## src/include/cvsr_defines.svh

```systemverilog
// offsets, field positions, reset values and vectors of the core housekeeping block
`ifndef CVSR_DEFINES_SVH
`define CVSR_DEFINES_SVH
`define CVSR_VEC_RESET 12'h000
`define CVSR_VEC_T128 12'h002
`define CVSR_VEC_T1024 12'h004
`define CVSR_VEC_EP0 12'h006
`define CVSR_VEC_EP1 12'h008
`define CVSR_VEC_RSVD 12'h00A
`define CVSR_VEC_GPIO 12'h00C
`define CVSR_VEC_RCWAKE 12'h00E
`define CVSR_VEC_STEP 12'h002
`define CVSR_IRQ_SRCS 6
`define CVSR_RAM_BYTES 128
`define CVSR_FIFO_BYTES 16
`define CVSR_EP_FIFO_BYTES 8
`define CVSR_FIFO_EP0_BASE 7'h70
`define CVSR_FIFO_EP1_BASE 7'h78
`define CVSR_PGSP_RST 8'h00
`define CVSR_DSP_RST 8'h00
`define CVSR_PGSP_STEP 8'h02
`define CVSR_DSP_STEP 8'h01
`define CVSR_IO_SINK_BASE 8'h38
`define CVSR_IO_SINK_LAST 8'h3F
`define CVSR_IO_STAT 8'hFF
`define CVSR_IO_IRQ_MASK 8'h30
`define CVSR_IO_USB_ADDR 8'h31
`define CVSR_STAT_RUN 0
`define CVSR_STAT_SUSPEND 3
`define CVSR_STAT_POR 4
`define CVSR_STAT_USBR 5
`define CVSR_STAT_WDR 6
`define CVSR_STAT_WMASK 8'h79
`define CVSR_STAT_POR_VAL 8'h19
`define CVSR_STAT_WDR_VAL 8'h41
`define CVSR_STAT_USBR_VAL 8'h21
`define CVSR_SINK_RST 8'h00
`define CVSR_MASK_RST 6'h00
`define CVSR_USB_ADDR_RST 7'h00
`endif

```

## src/include/cvsr_pkg.sv

```systemverilog
// shared types of the core housekeeping block
package cvsr_pkg;
	typedef logic [7:0] cvsr_byte_t;
	typedef logic [11:0] cvsr_paddr_t;
	typedef logic [6:0] cvsr_raddr_t;
endpackage

```

## src/hw/cvsr_data_ram.sv

```systemverilog
// data ram with registered read port
`timescale 1ns/10ps
module cvsr_data_ram import cvsr_pkg::*; #(
	parameter int DEPTH = 128,
	parameter int AW = 7
) (
	input wire logic ref_clk, // core clock
	input wire logic wr_en, // write strobe
	input wire logic rd_en, // read strobe
	input wire logic [AW-1:0] addr, // byte address
	input wire cvsr_byte_t wdata, // write data
	output cvsr_byte_t rdata_q // read data, one cycle after rd_en
);
	cvsr_byte_t mem [DEPTH];

	always_ff @(posedge ref_clk) begin
		if (wr_en) begin
			mem[addr] <= wdata;
		end
		if (rd_en) begin
			rdata_q <= mem[addr];
		end
	end
endmodule

```

## src/hw/cvsr_core_house.sv

```systemverilog
// stacks, vectors, reset state and system i/o registers of the core
//
// Functional notes
// - timer interrupts vector to 0x0002 and 0x0004
// - endpoint interrupts vector 0x0006, 0x0008; 0x000A unused
// - pin interrupt 0x000C, rc wake 0x000E
// - 128 byte ram, top 16 are endpoint fifos
// - any reset clears program stack pointer
// - call adds two, return subtracts two
// - push pre-decrements, pop post-increments data pointer
// - any reset clears data stack pointer
// - three reset sources restore all defaults
// - reset clears usb address, disables interrupts
// - write-only sink current registers at 0x38-0x3F
// - status control register read/write at 0xFF
// - fetch from 0x00 after reset unless suspended
`timescale 1ns/10ps
`include "cvsr_defines.svh"
module cvsr_core_house import cvsr_pkg::*; #(
	parameter int SINK_PINS = 8,
	parameter int SRCS = `CVSR_IRQ_SRCS
) (
	input wire logic ref_clk, // core clock, 50 MHz
	input wire logic sys_rst, // synchronous reset, treated as power-on
	input wire logic por_req, // power-on reset source
	input wire logic wdr_req, // watchdog reset source
	input wire logic usbr_req, // usb bus reset source
	input wire logic [7:0] io_addr, // i/o address
	input wire logic io_wr, // i/o write strobe
	input wire logic io_rd, // i/o read strobe
	input wire cvsr_byte_t io_wdata, // i/o write data
	output cvsr_byte_t io_rdata_q, // i/o read data
	input wire logic call_exec, // subroutine call executed
	input wire logic return_exec, // subroutine return executed
	input wire logic push_exec, // push executed
	input wire logic pop_exec, // pop executed
	input wire cvsr_byte_t push_data, // byte to push
	input wire logic dsp_load, // load data stack pointer
	input wire cvsr_byte_t dsp_wdata, // value for data stack pointer
	output cvsr_byte_t pop_data_q, // popped byte, one cycle after pop
	output cvsr_byte_t program_stack_pointer_q, // program stack pointer
	output cvsr_byte_t dsp_q, // data stack pointer
	output logic push_in_fifo_q, // last push landed in fifo area
	input wire logic [SRCS-1:0] irq_pend, // t128,t1024,ep0,ep1,gpio,rcwake
	input wire logic irq_en_set, // global interrupt enable
	input wire logic irq_en_clr, // global interrupt disable
	input wire logic irq_ack, // core took the vector
	input wire logic wake_event, // usb activity, pin or rc wake
	output logic irq_req_q, // an enabled source is pending
	output cvsr_paddr_t irq_vec_q, // vector of the winning source
	output logic fetch_start_q, // pulse: begin fetch at fetch_addr_q
	output cvsr_paddr_t fetch_addr_q, // start address after reset
	output logic core_run_q, // run bit and not suspended
	output logic [6:0] usb_addr_q, // usb device address
	output logic [SINK_PINS*8-1:0] port1_sink_current_set_q // per pin setting
);
	////////////////////////////////////////////////////////////////////////////
	// reset sources and i/o decode
	wire any_rst = sys_rst | por_req | wdr_req | usbr_req;
	wire cvsr_byte_t stat_rst_val = (sys_rst | por_req) ? `CVSR_STAT_POR_VAL :
		wdr_req ? `CVSR_STAT_WDR_VAL : `CVSR_STAT_USBR_VAL;
	wire wr_stat = io_wr & (io_addr == `CVSR_IO_STAT);
	wire wr_mask = io_wr & (io_addr == `CVSR_IO_IRQ_MASK);
	wire wr_uaddr = io_wr & (io_addr == `CVSR_IO_USB_ADDR);
	wire wr_sink = io_wr & (io_addr >= `CVSR_IO_SINK_BASE) & (io_addr <= `CVSR_IO_SINK_LAST);
	wire [2:0] sink_sel = io_addr[2:0];

	cvsr_byte_t stat_q, stat_d;
	logic [SRCS-1:0] irq_mask_q;
	logic gie_q, gie_d;
	logic rst_seen_q;

	// run only clears by write; reserved bits stay zero
	assign stat_d = (io_wdata & `CVSR_STAT_WMASK & 8'hF8) |
		{7'h00, stat_q[`CVSR_STAT_RUN] & io_wdata[`CVSR_STAT_RUN]};
	assign gie_d = irq_en_set ? 1'b1 : (irq_en_clr | irq_ack) ? 1'b0 : gie_q;

	wire cvsr_byte_t rd_mux = (io_addr == `CVSR_IO_STAT) ? stat_q :
		(io_addr == `CVSR_IO_IRQ_MASK) ? {2'b00, irq_mask_q} :
		(io_addr == `CVSR_IO_USB_ADDR) ? {1'b0, usb_addr_q} : 8'h00;

	always_ff @(posedge ref_clk) begin
		if (any_rst) begin
			stat_q <= stat_rst_val;
			irq_mask_q <= `CVSR_MASK_RST;
			gie_q <= 1'b0;
			usb_addr_q <= `CVSR_USB_ADDR_RST;
			io_rdata_q <= 8'h00;
		end else begin
			if (wr_stat) begin
				stat_q <= stat_d;
			end else if (wake_event) begin
				stat_q[`CVSR_STAT_SUSPEND] <= 1'b0;
			end
			if (wr_mask) begin
				irq_mask_q <= io_wdata[SRCS-1:0];
			end
			if (wr_uaddr) begin
				usb_addr_q <= io_wdata[6:0];
			end
			gie_q <= gie_d;
			io_rdata_q <= io_rd ? rd_mux : 8'h00;
		end
	end

	////////////////////////////////////////////////////////////////////////////
	// port 1 sink current settings
	for (genvar i = 0; i < SINK_PINS; i++) begin : g_sink
		always_ff @(posedge ref_clk) begin
			if (any_rst) begin
				port1_sink_current_set_q[i*8 +: 8] <= `CVSR_SINK_RST;
			end else if (wr_sink && sink_sel == 3'(i)) begin
				port1_sink_current_set_q[i*8 +: 8] <= io_wdata;
			end
		end
	end

	////////////////////////////////////////////////////////////////////////////
	// reset fetch and run state
	always_ff @(posedge ref_clk) begin
		rst_seen_q <= any_rst;
		if (any_rst) begin
			fetch_start_q <= 1'b0;
			fetch_addr_q <= `CVSR_VEC_RESET;
			core_run_q <= 1'b0;
		end else begin
			fetch_start_q <= rst_seen_q & ~stat_q[`CVSR_STAT_SUSPEND];
			fetch_addr_q <= `CVSR_VEC_RESET;
			core_run_q <= stat_q[`CVSR_STAT_RUN] & ~stat_q[`CVSR_STAT_SUSPEND];
		end
	end

	////////////////////////////////////////////////////////////////////////////
	// interrupt dispatch, lowest index has highest priority
	wire [SRCS-1:0] irq_live = irq_pend & irq_mask_q;
	cvsr_paddr_t vec_sel;
	always_comb begin
		vec_sel = `CVSR_VEC_RESET;
		for (int k = SRCS - 1; k >= 0; k--) begin
			if (irq_live[k]) begin
				// ep1 and pin vectors straddle the reserved slot
				vec_sel = (k < 4) ? 12'(`CVSR_VEC_T128 + k * `CVSR_VEC_STEP) :
					12'(`CVSR_VEC_GPIO + (k - 4) * `CVSR_VEC_STEP);
			end
		end
	end

	always_ff @(posedge ref_clk) begin
		if (any_rst) begin
			irq_req_q <= 1'b0;
			irq_vec_q <= `CVSR_VEC_RESET;
		end else begin
			irq_req_q <= gie_q & (|irq_live) & ~irq_ack;
			irq_vec_q <= vec_sel;
		end
	end

	////////////////////////////////////////////////////////////////////////////
	// stack pointers and data ram
	wire cvsr_byte_t dsp_dec = dsp_q - `CVSR_DSP_STEP;
	wire cvsr_raddr_t ram_addr = push_exec ? dsp_dec[6:0] : dsp_q[6:0];

	always_ff @(posedge ref_clk) begin
		if (any_rst) begin
			program_stack_pointer_q <= `CVSR_PGSP_RST;
			dsp_q <= `CVSR_DSP_RST;
			push_in_fifo_q <= 1'b0;
		end else begin
			if (call_exec && !return_exec) begin
				program_stack_pointer_q <= program_stack_pointer_q + `CVSR_PGSP_STEP;
			end else if (return_exec && !call_exec) begin
				program_stack_pointer_q <= program_stack_pointer_q - `CVSR_PGSP_STEP;
			end
			if (dsp_load) begin
				dsp_q <= dsp_wdata;
			end else if (push_exec) begin
				dsp_q <= dsp_dec;
			end else if (pop_exec) begin
				dsp_q <= dsp_q + `CVSR_DSP_STEP;
			end
			if (push_exec && !dsp_load) begin
				push_in_fifo_q <= (ram_addr >= `CVSR_FIFO_EP0_BASE);
			end
		end
	end

	cvsr_data_ram #(
		.DEPTH(`CVSR_RAM_BYTES),
		.AW(7)
	) u_ram (
		.ref_clk(ref_clk),
		.wr_en(push_exec & ~dsp_load & ~any_rst),
		.rd_en(pop_exec & ~push_exec & ~dsp_load & ~any_rst),
		.addr(ram_addr),
		.wdata(push_data),
		.rdata_q(pop_data_q)
	);

	////////////////////////////////////////////////////////////////////////////
	// checks
	property p_rst_ptrs;
		@(posedge ref_clk) any_rst |=> program_stack_pointer_q == 8'h00 && dsp_q == 8'h00;
	endproperty
	a_rst_ptrs: assert property (p_rst_ptrs) else $error("stack pointers not cleared");

	property p_rst_irq;
		@(posedge ref_clk) any_rst |=> !gie_q && usb_addr_q == 7'h00 && !irq_req_q;
	endproperty
	a_rst_irq: assert property (p_rst_irq) else $error("reset left irq or address");

	property p_rst_run;
		@(posedge ref_clk) (por_req || wdr_req || usbr_req) |=> stat_q[0] && stat_q[2:1] == 2'b00;
	endproperty
	a_rst_run: assert property (p_rst_run) else $error("run bit not restored");

	property p_call;
		@(posedge ref_clk) disable iff (any_rst)
		call_exec && !return_exec ##1 !any_rst |->
		program_stack_pointer_q == 8'($past(program_stack_pointer_q) + 8'h02);
	endproperty
	a_call: assert property (p_call) else $error("call did not add two");

	property p_return;
		@(posedge ref_clk) disable iff (any_rst)
		return_exec && !call_exec ##1 !any_rst |->
		program_stack_pointer_q == 8'($past(program_stack_pointer_q) - 8'h02);
	endproperty
	a_return: assert property (p_return) else $error("return did not subtract two");

	property p_push_wrap;
		@(posedge ref_clk) disable iff (any_rst)
		push_exec && !dsp_load && dsp_q == 8'h00 ##1 !any_rst |-> dsp_q == 8'hFF && push_in_fifo_q;
	endproperty
	a_push_wrap: assert property (p_push_wrap) else $error("push from zero wrong");

	property p_push_pop;
		@(posedge ref_clk) disable iff (any_rst)
		push_exec && !dsp_load ##1 pop_exec && !push_exec && !dsp_load ##1 !any_rst |->
		pop_data_q == $past(push_data, 2) && dsp_q == $past(dsp_q, 2);
	endproperty
	a_push_pop: assert property (p_push_pop) else $error("pop did not return pushed byte");

	property p_vec_t128;
		@(posedge ref_clk) disable iff (any_rst)
		gie_q && irq_live[0] && !irq_ack && !irq_en_clr ##1 !any_rst |->
		irq_req_q && irq_vec_q == 12'h002;
	endproperty
	a_vec_t128: assert property (p_vec_t128) else $error("timer vector wrong");

	property p_vec_pin;
		@(posedge ref_clk) disable iff (any_rst)
		irq_live[3:0] == 4'b0000 && irq_live[4] ##1 !any_rst |-> irq_vec_q == 12'h00C;
	endproperty
	a_vec_pin: assert property (p_vec_pin) else $error("pin vector wrong");

	property p_vec_ep1;
		@(posedge ref_clk) disable iff (any_rst)
		irq_live[3:0] == 4'b1000 ##1 !any_rst |-> irq_vec_q == 12'h008;
	endproperty
	a_vec_ep1: assert property (p_vec_ep1) else $error("endpoint vector wrong");

	property p_sink;
		@(posedge ref_clk) disable iff (any_rst)
		io_wr && io_addr == 8'h3A ##1 !any_rst |->
		port1_sink_current_set_q[23:16] == $past(io_wdata);
	endproperty
	a_sink: assert property (p_sink) else $error("sink write lost");

	property p_stat_rd;
		@(posedge ref_clk) disable iff (any_rst)
		io_rd && io_addr == 8'hFF && !io_wr ##1 !any_rst |-> io_rdata_q == $past(stat_q);
	endproperty
	a_stat_rd: assert property (p_stat_rd) else $error("status read wrong");

	property p_fetch;
		@(posedge ref_clk) any_rst ##1 !any_rst && !stat_q[3] |=>
		fetch_start_q && fetch_addr_q == 12'h000;
	endproperty
	a_fetch: assert property (p_fetch) else $error("no fetch after reset");
endmodule

```

## config.mk

```make
export PLATFORM = sky130hd
export DESIGN_NAME = cvsr_core_house
export DESIGN_NICKNAME = d
export VERILOG_FILES = /design/src/include/cvsr_pkg.sv /design/src/hw/cvsr_data_ram.sv /design/src/hw/cvsr_core_house.sv
export VERILOG_INCLUDE_DIRS = /design/src /design/src/include
export SDC_FILE = /design/constraint.sdc
export NUM_CORES = 1
export LEC_CHECK = 0
export ABC_AREA = 1
export BUFFER_PORTS_ARGS = -buffer_cell sky130_fd_sc_hd__clkbuf_2
export CORE_UTILIZATION = 30
export DETAILED_ROUTE_END_ITERATION = 6
export PLACE_DENSITY = 0.42
export SLEW_MARGIN = 40
export SYNTH_ARGS = -nofsm -noshare
export SYNTH_HDL_FRONTEND = slang
export SYNTH_SLANG_ARGS = --single-unit
```

## constraint.sdc

```tcl
create_clock -name ref_clk -period 3.25 [get_ports ref_clk]
set_input_delay 0.1625 -clock ref_clk [delete_from_list [all_inputs] [get_ports ref_clk]]
set_output_delay 0.1625 -clock ref_clk [all_outputs]
set_load 0.02 [all_outputs]
```

# After elaboration in Yosys (flattened, before gate mapping)

Memories as Yosys holds them, arrays and structs flattened. A register that Yosys moved wholly into a read port is not among the register bits.
Cells that the tools add are included.

Add/sub/neg operators: 4
Order comparisons: 3
Equal/unequal tests: 10
Mux-type cells: 26
Bitwise logic cells: 27
Reduce and logical (&&, ||, !) cells: 25

Operators with widths:

| cell                | number |
|---|---|
| $mux 8              | 7 |
| $mux 7              | 5 |
| $eq 8x6->1 const B  | 2 |
| $mux 4              | 4 |
| $and 1x1->1         | 15 |
| $eq 3x3->1 const B  | 4 |
| $reduce_or 6->1     | 2 |
| $logic_and 1x1->1   | 11 |
| $mux 3              | 3 |
| $add 8x1->8 const B | 1 |
| $add 8x2->8 const B | 1 |
| $eq 8x8->1 const B  | 1 |
| $ge 8x6->1 const B  | 1 |
| $le 8x6->1 const B  | 1 |
| $sub 8x1->8 const B | 1 |
| $sub 8x2->8 const B | 1 |
| $ge 7x7->1 const B  | 1 |
| $or 7x1->7          | 1 |
| $and 6x6->6         | 1 |
| $eq 3x2->1 const B  | 2 |
| $mux 1              | 6 |
| $not 1->1           | 6 |
| $reduce_bool 2->1   | 3 |
| $reduce_bool 3->1   | 2 |
| 7 further kinds     | 13 |

Register bits: 127
RAM bits: 1024
Output and inout bits: 131
Word-level logic and storage cells: 121
Memories kept: 1

Memory list:

| memory    | words | bits a word | read ports | clocked after Yosys merged registers in | write ports | RTL line            | text |
|---|---|---|---|---|---|---|---|
| u_ram.mem | 128   | 8           | 1          | 1                                       | 1           | cvsr_data_ram.sv:14 | `cvsr_byte_t mem [DEPTH];` |

# Logic depth before layout (Yosys ltp)

Gate-level depths: netlist of run 1.

Word-level depth: 7
Depth in mapped cells: 18
Depth with buffers taken out: 15

# Hierarchy

A second synthesis of run 1 with hierarchy kept.

Cells, all modules: 5077
Area total of the unflattened synthesis: 49164.7 um^2

By module, submodules not included:

| module          | times used | cells each | area each (um^2) |
|---|---|---|---|
| cvsr_data_ram   | 1          | 4402       | 44056.0 |
| cvsr_core_house | 1          | 675        | 5108.6 |

# Least setup slack after synthesis of run 1

Ideal clock, no wire load.

Path type: flip-flop to flip-flop
Start: register dsp_q[0]
End: memory u_ram.mem[43][0] (netlist bit) (enable)
Data arrival time: 2561 ps
Setup slack: 319 ps
Cell stages (with the launch flop): 10
Path buffers: 2
Clock period less this slack: 2931 ps
Cell sequence: dfxtp_1 inv_2 ha_1 o21ai_2 inv_2 nor2_2 buf_2 nand2_1 clkbuf_1 nor2_1

Word-level cells in the longest chain between the ends: 2

Ends and longest elaborated chain:

| item                     | RTL line               | text |
|---|---|---|
| start: declaration       | cvsr_core_house.sv:42  | `output cvsr_byte_t dsp_q,` |
| start signal: assignment | cvsr_core_house.sv:166 | `` dsp_q <= `CVSR_DSP_RST; `` |
| start signal: assignment | cvsr_core_house.sv:175 | `dsp_q <= dsp_wdata;` |
| start signal: assignment | cvsr_core_house.sv:177 | `dsp_q <= dsp_dec;` |
| $sub 8x1->8 (no line)    | -                      |  |
| $mux 7 (*)               | cvsr_core_house.sv:161 | `wire cvsr_raddr_t ram_addr = push_exec ? dsp_dec[6:0] : dsp_q[6:0];` |
| end: declaration         | cvsr_data_ram.sv:14    |  |

Every way passes the cells marked *; elsewhere a longest branch is shown, timed or not.

# Worst setup path after layout of run 1

Start: register dsp_q[0]
End: register u_ram.rdata_q[3] (read register of u_ram.mem), data pin

Word-level cells in the longest chain between the ends: 2

Ends and longest elaborated chain:

| item                  | RTL line               | text |
|---|---|---|
| $sub 8x1->8 (no line) | -                      |  |
| $mux 7 (*)            | cvsr_core_house.sv:161 |  |
| end: declaration      | cvsr_data_ram.sv:12    | `output cvsr_byte_t rdata_q` |

Marks and branches as above.
A chain may end at the register's enable or synchronous reset.

==> results of run 1 <==
[sequential cells by signal, summed over array words and instances, names as in the netlist]
name and flops:
core_run_q 1, dsp_q 8, fetch_start_q 1, gie_q 1, io_rdata_q 7, irq_mask_q 6
irq_req_q 1, irq_vec_q 3, port1_sink_current_set_q 64, program_stack_pointer_q 7, push_in_fifo_q 1, rst_seen_q 1
stat_q 5, u_ram.mem 1024, u_ram.rdata_q 8, usb_addr_q 7
[Yosys cell counts (all sizes together)]
cell,n
clkinv,1
o31ai,2
xnor2,2
nor4,1
buf,169
a211oi,15
or2,1
o211ai,6
a21oi,235
ha,8
dfxtp,108
xor2,10
edfxtp,1037
inv,110
nand3,107
nor3,8
clkbuf,83
o221ai,3
a31oi,2
nand2,2473
o21ai,115
conb,1
nand4,9
nor2,242
fa,1
[final cells by class]
cell class                 instances  share of cell area
tap                             2072              0.0445
antenna                            3            0.000129
multi-input combinational       3263               0.227
sequential                      1145               0.572
clock inverter                    64              0.0102
clock buffer                     181              0.0624
timing repair buffer             558              0.0764
inverter                         111             0.00726
[routing by layer]
metal,part of all wire,vias up
met5,0,-
met4,0.018,0
met3,0.053,176
met2,0.47,870
met1,0.46,17000
li1,-,16600
[through the flow]
step	hold WS (ps)	setup WS [ps]	TNS (ps)	cell area [um^2]	std cells
3_5_place_dp	350	136	0	53200	7068
2_1_floorplan	241	319	0	48100	4771
5_1_grt	116	-1.30	-2.11	58200	7394
6_report	81.9	175	0	58200	7397
4_1_cts	21.9	111	0	58200	7392
3_3_place_gp	355	132	0	53200	7068
[worst max-delay path: stages, from the launching register on]
cell and delay, ps:
dfxtp_1 350, inv_2 40, ha_1 350, o21ai_4 270, buf_12 180, inv_6 90
buf_12 190, nor2_4 260, buf_6 290, nand2_1 100, nand3_1 130, nand2_1 100
nand2_1 130, nand2_1 130, nand2_1 170, nor2_1 60, nand3_1 80
[kinds of logic after synthesis]
group / count (synthesis)
AO/OA/AOI/OAI: 378
XOR/XNOR: 12
adder cells (fa/ha/maj): 9
buffers and inverters: 363
flip-flops: 1145
other: 1
AND/OR/NAND/NOR: 2841
[worst max-delay path by stage]
| stage | endpoint | cells after the start | startpoint |
|---|---|---|---|
| 4_1_cts | u_ram.rdata_q[3] | 16 | dsp_q[1] |
| 3_3_place_gp | u_ram.rdata_q[3] | 16 | dsp_q[0] |
| 3_5_place_dp | u_ram.rdata_q[3] | 16 | dsp_q[1] |
| 6_report | u_ram.rdata_q[3] | 16 | dsp_q[0] |
| 2_1_floorplan | u_ram.mem[43][0] | 9 | dsp_q[0] |
| 5_1_grt | u_ram.mem[109][5] | 12 | dsp_q[1] |
[where the power goes]
part,internal (mW),leakage (nW),switching (mW)
logic,0.710,11.3,2.00
clock network,8.39,2.05,6.24
registers,16.1,10.2,0.00976
[timing repair]
item,4_1_cts,5_1_grt
endpoints found under the hold margin,251,27
gates resized for setup,0,3
hold buffers,79,1
endpoints found under the setup margin,0,2
buffers inserted,0,0
==> summary.txt, run 1 <==
Global routing
  – Vias in the first global route: 33.7k
  – Pin count of the biggest net entering global routing: 129
  – Met2 GRT Util: 0.327
  – Met3 global-route usage: 0.0337
  – First-pass GRT wire length: 239 mm
  – Initial antenna violation count: 0
  – Grt ovf: 0
  – Busiest grt layer: met2
  – GRT Util Overall: 0.201
  – M1 GR Usage: 0.279

Yosys
  – Yosys reg bits: 1,145
  – Largest family of logic cells by synthesized area: simple AND/OR/NAND/NOR gates
  – Syn_area_per_cell: 10.1 um^2
  – Syn. warnings: 0
  – Synth area leader: edfxtp_1
  – Top cells by area, synth: edfxtp_1 65%, nand2_1 19%, dfxtp_1 4.5%, a21oi_1 2.5%, nor2_1 1.8%
  – Post-Synthesis Cells: 4,749
  – Post-synthesis sequential area ratio: 0.694
  – Syn Std Cell Area: 0.0480 mm^2
  – Top-area cell type share of the netlist area: 0.649
  – XOR/XNOR share of the synthesized area: 0.00219
  – Synth unique cells: 33
  – Post-synthesis adder-cell area fraction: 0.00250
  – Synth Area in Simple Gates: 0.227
  – Mux cell area share after synthesis: 0
  – Compound-cell area share of the yosys netlist: 0.0411

Drt
  – WL/cell: 22.3 um
  – Vias per cell: 4.69
  – Routed Antenna Nets: 0
  – DRT Pass-1 Iters: 7
  – Residual DRC: 0
  – Vias: 34.7k
  – Iter 0 DRT Violations: 2,810
  – Total wire length: 165 mm

Job
  – MaxCap Viol Count: 0

Worst hold path
  – Worst Hold Launch: io_addr[4]
  – Hold Crit Class: in -> reg
  – Hold path depth: 7
  – Worst Hold Endpoint: io_rdata_q[2]

Outcome
  – Outcome: complete, no violations

Setup path
  – Worst-path fanout max: 28
  – WP data arrival: 3720 ps
  – Worst Setup End Kind: flop
  – Worst Reg-to-Reg Cells: 16
  – R2R Setup Slk: 170 ps
  – Worst R2R End: u_ram.rdata_q[3]
  – Critical path class: reg -> reg
  – CP Launch Type: flop
  – Launching point of the worst reg2reg path: dsp_q[0]
  – Critical path data required time: 3890 ps

Timing
  – Worst slew pin tran: 819 ps
  – Slew margin rel.: 0.452
  – Fmax: 325 MHz
  – Setup violators final: 0
  – Max Slew Vio Count: 0
  – Tcrit/Tclk final: 0.946
  – Clk_skew: 26.5 ps
  – Minimum clock period: 3080 ps
  – Hold Fails Final Rpt: 0

Power
  – VDD IR max: 0.000515 V
  – Leak Pwr: 23.5 nW
  – Cell Pwr Density: 574 mW/mm^2
  – Tot Pwr: 33.4 mW

Clock tree
  – Clock root cell: clkbuf_16
  – Clock Latency Late Sink: 770 ps
  – H-tree depth: 4
  – CTS Buf Count: 135
  – Sink Count: 1,145
  – CTS tree: built
  – CTS Buffer Depth: 3
  – CTS clock-pin slew for the worst setup and hold paths: 60 ps

Cells and area
  – Final core utilization: 0.367
  – Layout cells sized above 1: 0.129
  – Nets@finish: 5,277
  – Fillers: 16.0k
  – Commonest non-fill, non-tap cells in the layout: 2,463 x nand2_1, 1,037 x edfxtp_1, 289 x buf_4
  – Reg area: 0.0333 mm^2
  – Multi-input logic area: 0.0132 mm^2
  – Most common cell after layout, fill and taps aside: nand2_1
  – Syn-to-layout area delta: 21.3%

Die
  – I/O pins: 185
  – Core region area: 0.159 mm^2
  – Starting Density: 0.303
  – FP Rows: 146
  – Die width: 402 um
  – Die H: 402 um
  – Die area: 0.162 mm^2

Place
  – Hpwl dp: 105 mm
  – Placer congestion estimate: 0.863
  – I/O Buffers: 161
Note: power is estimated with default switching activity, not from simulation.
==> run 2: changes to the inputs <==
==> constraint.sdc (replaced) <==
create_clock -name ref_clk -period 3.8 [get_ports ref_clk]
set_input_delay 0.19 -clock ref_clk [delete_from_list [all_inputs] [get_ports ref_clk]]
set_output_delay 0.19 -clock ref_clk [all_outputs]
set_load 0.02 [all_outputs]
==> summary.txt, run 2 (synthesized netlist as in run 1, its figures left out) <==
Outcome
  – Outcome: complete, no violations

Setup path
  – Critical Path, Cell by Cell: inv_2, ha_1, inv_1, nand2_1, nand3_1, o21ai_4, buf_4, nor2_4, buf_12, nand2_1, nand2_1, o21ai_1, nand2_1, o21ai_1, nand3_1
  – Worst-path fanout max: 21
  – Worst Setup SP: dsp_q[0]
  – Worst Reg-to-Reg Cells: 15
  – R2R Setup Slk: 130 ps
  – Worst Setup End Kind: flop
  – Slowest stage delay, CP: 620 ps
  – Launching point of the worst reg2reg path: dsp_q[0]
  – WP data arrival: 4140 ps
  – Critical path data required time: 4270 ps
  – Critical path class: reg -> reg
  – CP Launch Type: flop
  – Cell family with most CP delay: compound AO/OA/AOI/OAI gates
  – Worst R2R End: u_ram.rdata_q[5]
  – Worst Path Buf+Inv: 4
  – Critical path's slowest cell: o21ai_1
  – Most used cell, CP: nand2_1

Die
  – Die width: 402 um
  – Die area: 0.162 mm^2
  – FP Rows: 146
  – I/O pins: 185
  – Core region area: 0.159 mm^2
  – Starting Density: 0.303
  – Die H: 402 um

Power
  – Leak Pwr: 23.1 nW
  – VDD IR max: 0.000446 V
  – Cell Pwr Density: 492 mW/mm^2

Cells and area
  – Syn-to-layout area delta: 20.0%
  – Reg with most FFs: u_ram.mem
  – Fillers: 16.0k
  – Most common cell after layout, fill and taps aside: nand2_1
  – Layout cells sized above 1: 0.121
  – Commonest non-fill, non-tap cells in the layout: 2,464 x nand2_1, 1,037 x edfxtp_1, 239 x buf_4
  – Final core utilization: 0.363
  – Max FFs per register: 1,024
  – Nets@finish: 5,214
  – Largest regs: u_ram.mem: 1024 flops, port1_sink_current_set_q: 64 flops
  – Ant. Diodes: 0
  – Cell area after layout: 0.0576 mm^2

Drt
  – Total wire length: 162 mm
  – Vias: 34.4k
  – Vias per cell: 4.70
  – Routed Antenna Nets: 0
  – DRT Pass-1 Iters: 5
  – Iter 0 DRT Violations: 2,677
  – WL/cell: 22.2 um
  – Residual DRC: 0

Timing
  – Max Slew Vio Count: 0
  – RSZ-0062 raised after global routing: false
  – Final WS setup: 130 ps
  – Clk_skew: 25.2 ps
  – Tcrit/Tclk final: 0.966
  – Worst slew pin tran: 844 ps
  – Setup TNS Final: 0 ps
  – Min Hold Slack: 36.7 ps
  – Fmax: 272 MHz
  – Minimum clock period: 3670 ps
  – Setup violators final: 0
  – Slew margin rel.: 0.437
  – Hold Fails Final Rpt: 0

Worst hold path
  – Hold path depth: 1
  – Hold Crit Class: in -> reg
  – Worst Hold Launch: push_data[5]
  – Worst Hold Endpoint: u_ram.mem[105][5]

Place
  – Hpwl dp: 102 mm
  – Placed Area: 0.0527 mm^2
  – Pre-CTS setup slack: 171 ps
  – I/O Buffers: 161
  – Placer congestion estimate: 0.892

Job
  – MaxCap Viol Count: 0

Clock tree
  – Clock Latency Late Sink: 780 ps
  – H-tree depth: 4
  – CTS tree: built
  – CTS clock-pin slew for the worst setup and hold paths: 60 ps
  – Sink Count: 1,145
  – CTS Buffer Depth: 3
  – CTS Buf Count: 132
  – Clock root cell: clkbuf_16
  – # resized after CTS: 0

Global routing
  – GRT Util Overall: 0.199
  – First-pass GRT wire length: 236 mm
  – Vias in the first global route: 33.4k
  – Initial antenna violation count: 1
  – Pin count of the biggest net entering global routing: 104
  – Grt ovf: 0
-- run 2: changes by cell type in the layout (fill, tap and decap cells not counted), sizes merged --
cell and delta:
clkinvlp +1, clkbuf -23, inv +3, bufinv +2
dlygate4sd3 -8, diode -3, buf -52, clkinv -1
-- run 2: worst max-delay path by stage --
stage	end	cells after the start
finish	u_ram.rdata_q[5]	15
global route	u_ram.rdata_q[5]	15
CTS	u_ram.rdata_q[5]	13
detailed placement	u_ram.rdata_q[5]	14
global placement	u_ram.rdata_q[1]	14
floorplan	u_ram.mem[43][0]	9
-- run 2: metrics by stage --
step,power (mW),std cells
after CTS,28.7,7312
after global placement,16.2,7015
final,28.4,7316
after detailed placement,16.2,7015
after global routing,29.4,7316
after floorplan,15.1,4771
-- run 2: cell type report --
type	count	area, um^2	share of cell area
Tap cell	2072	2590	0.0450
Clock buffer	158	3430	0.0596
Clock inverter	69	687	0.0119
Multi-Input combinational cell	3263	13200	0.230
Sequential cell	1145	33300	0.578
Timing Repair Buffer	498	3950	0.0686
Inverter	111	423	0.00734
-- run 2: power by group --
| group | switching, mW | internal, mW | leakage [nW] |
|---|---|---|---|
| Sequential | 0.00843 | 13.7 | 10.2 |
| Clock | 5.35 | 7.03 | 2.00 |
| Combinational | 1.68 | 0.569 | 11.0 |
| Total | 7.04 | 21.3 | 23.1 |
-- run 2: what timing repair did --
item / CTS / global route
setup endpoints to repair: 0 / 0
hold buffers: 70 / 2
buffers inserted: 0 / 0
hold endpoints to repair: 278 / 26
-- run 2: routing by layer --
metal | part of all wire | global-route usage | vias up
met5 | 0 | 0 | -
met1 | 0.46 | 0.281 | 16900
met4 | 0.020 | 0.0504 | 0
met3 | 0.052 | 0.0298 | 170
li1 | - | - | 16500
met2 | 0.46 | 0.320 | 895
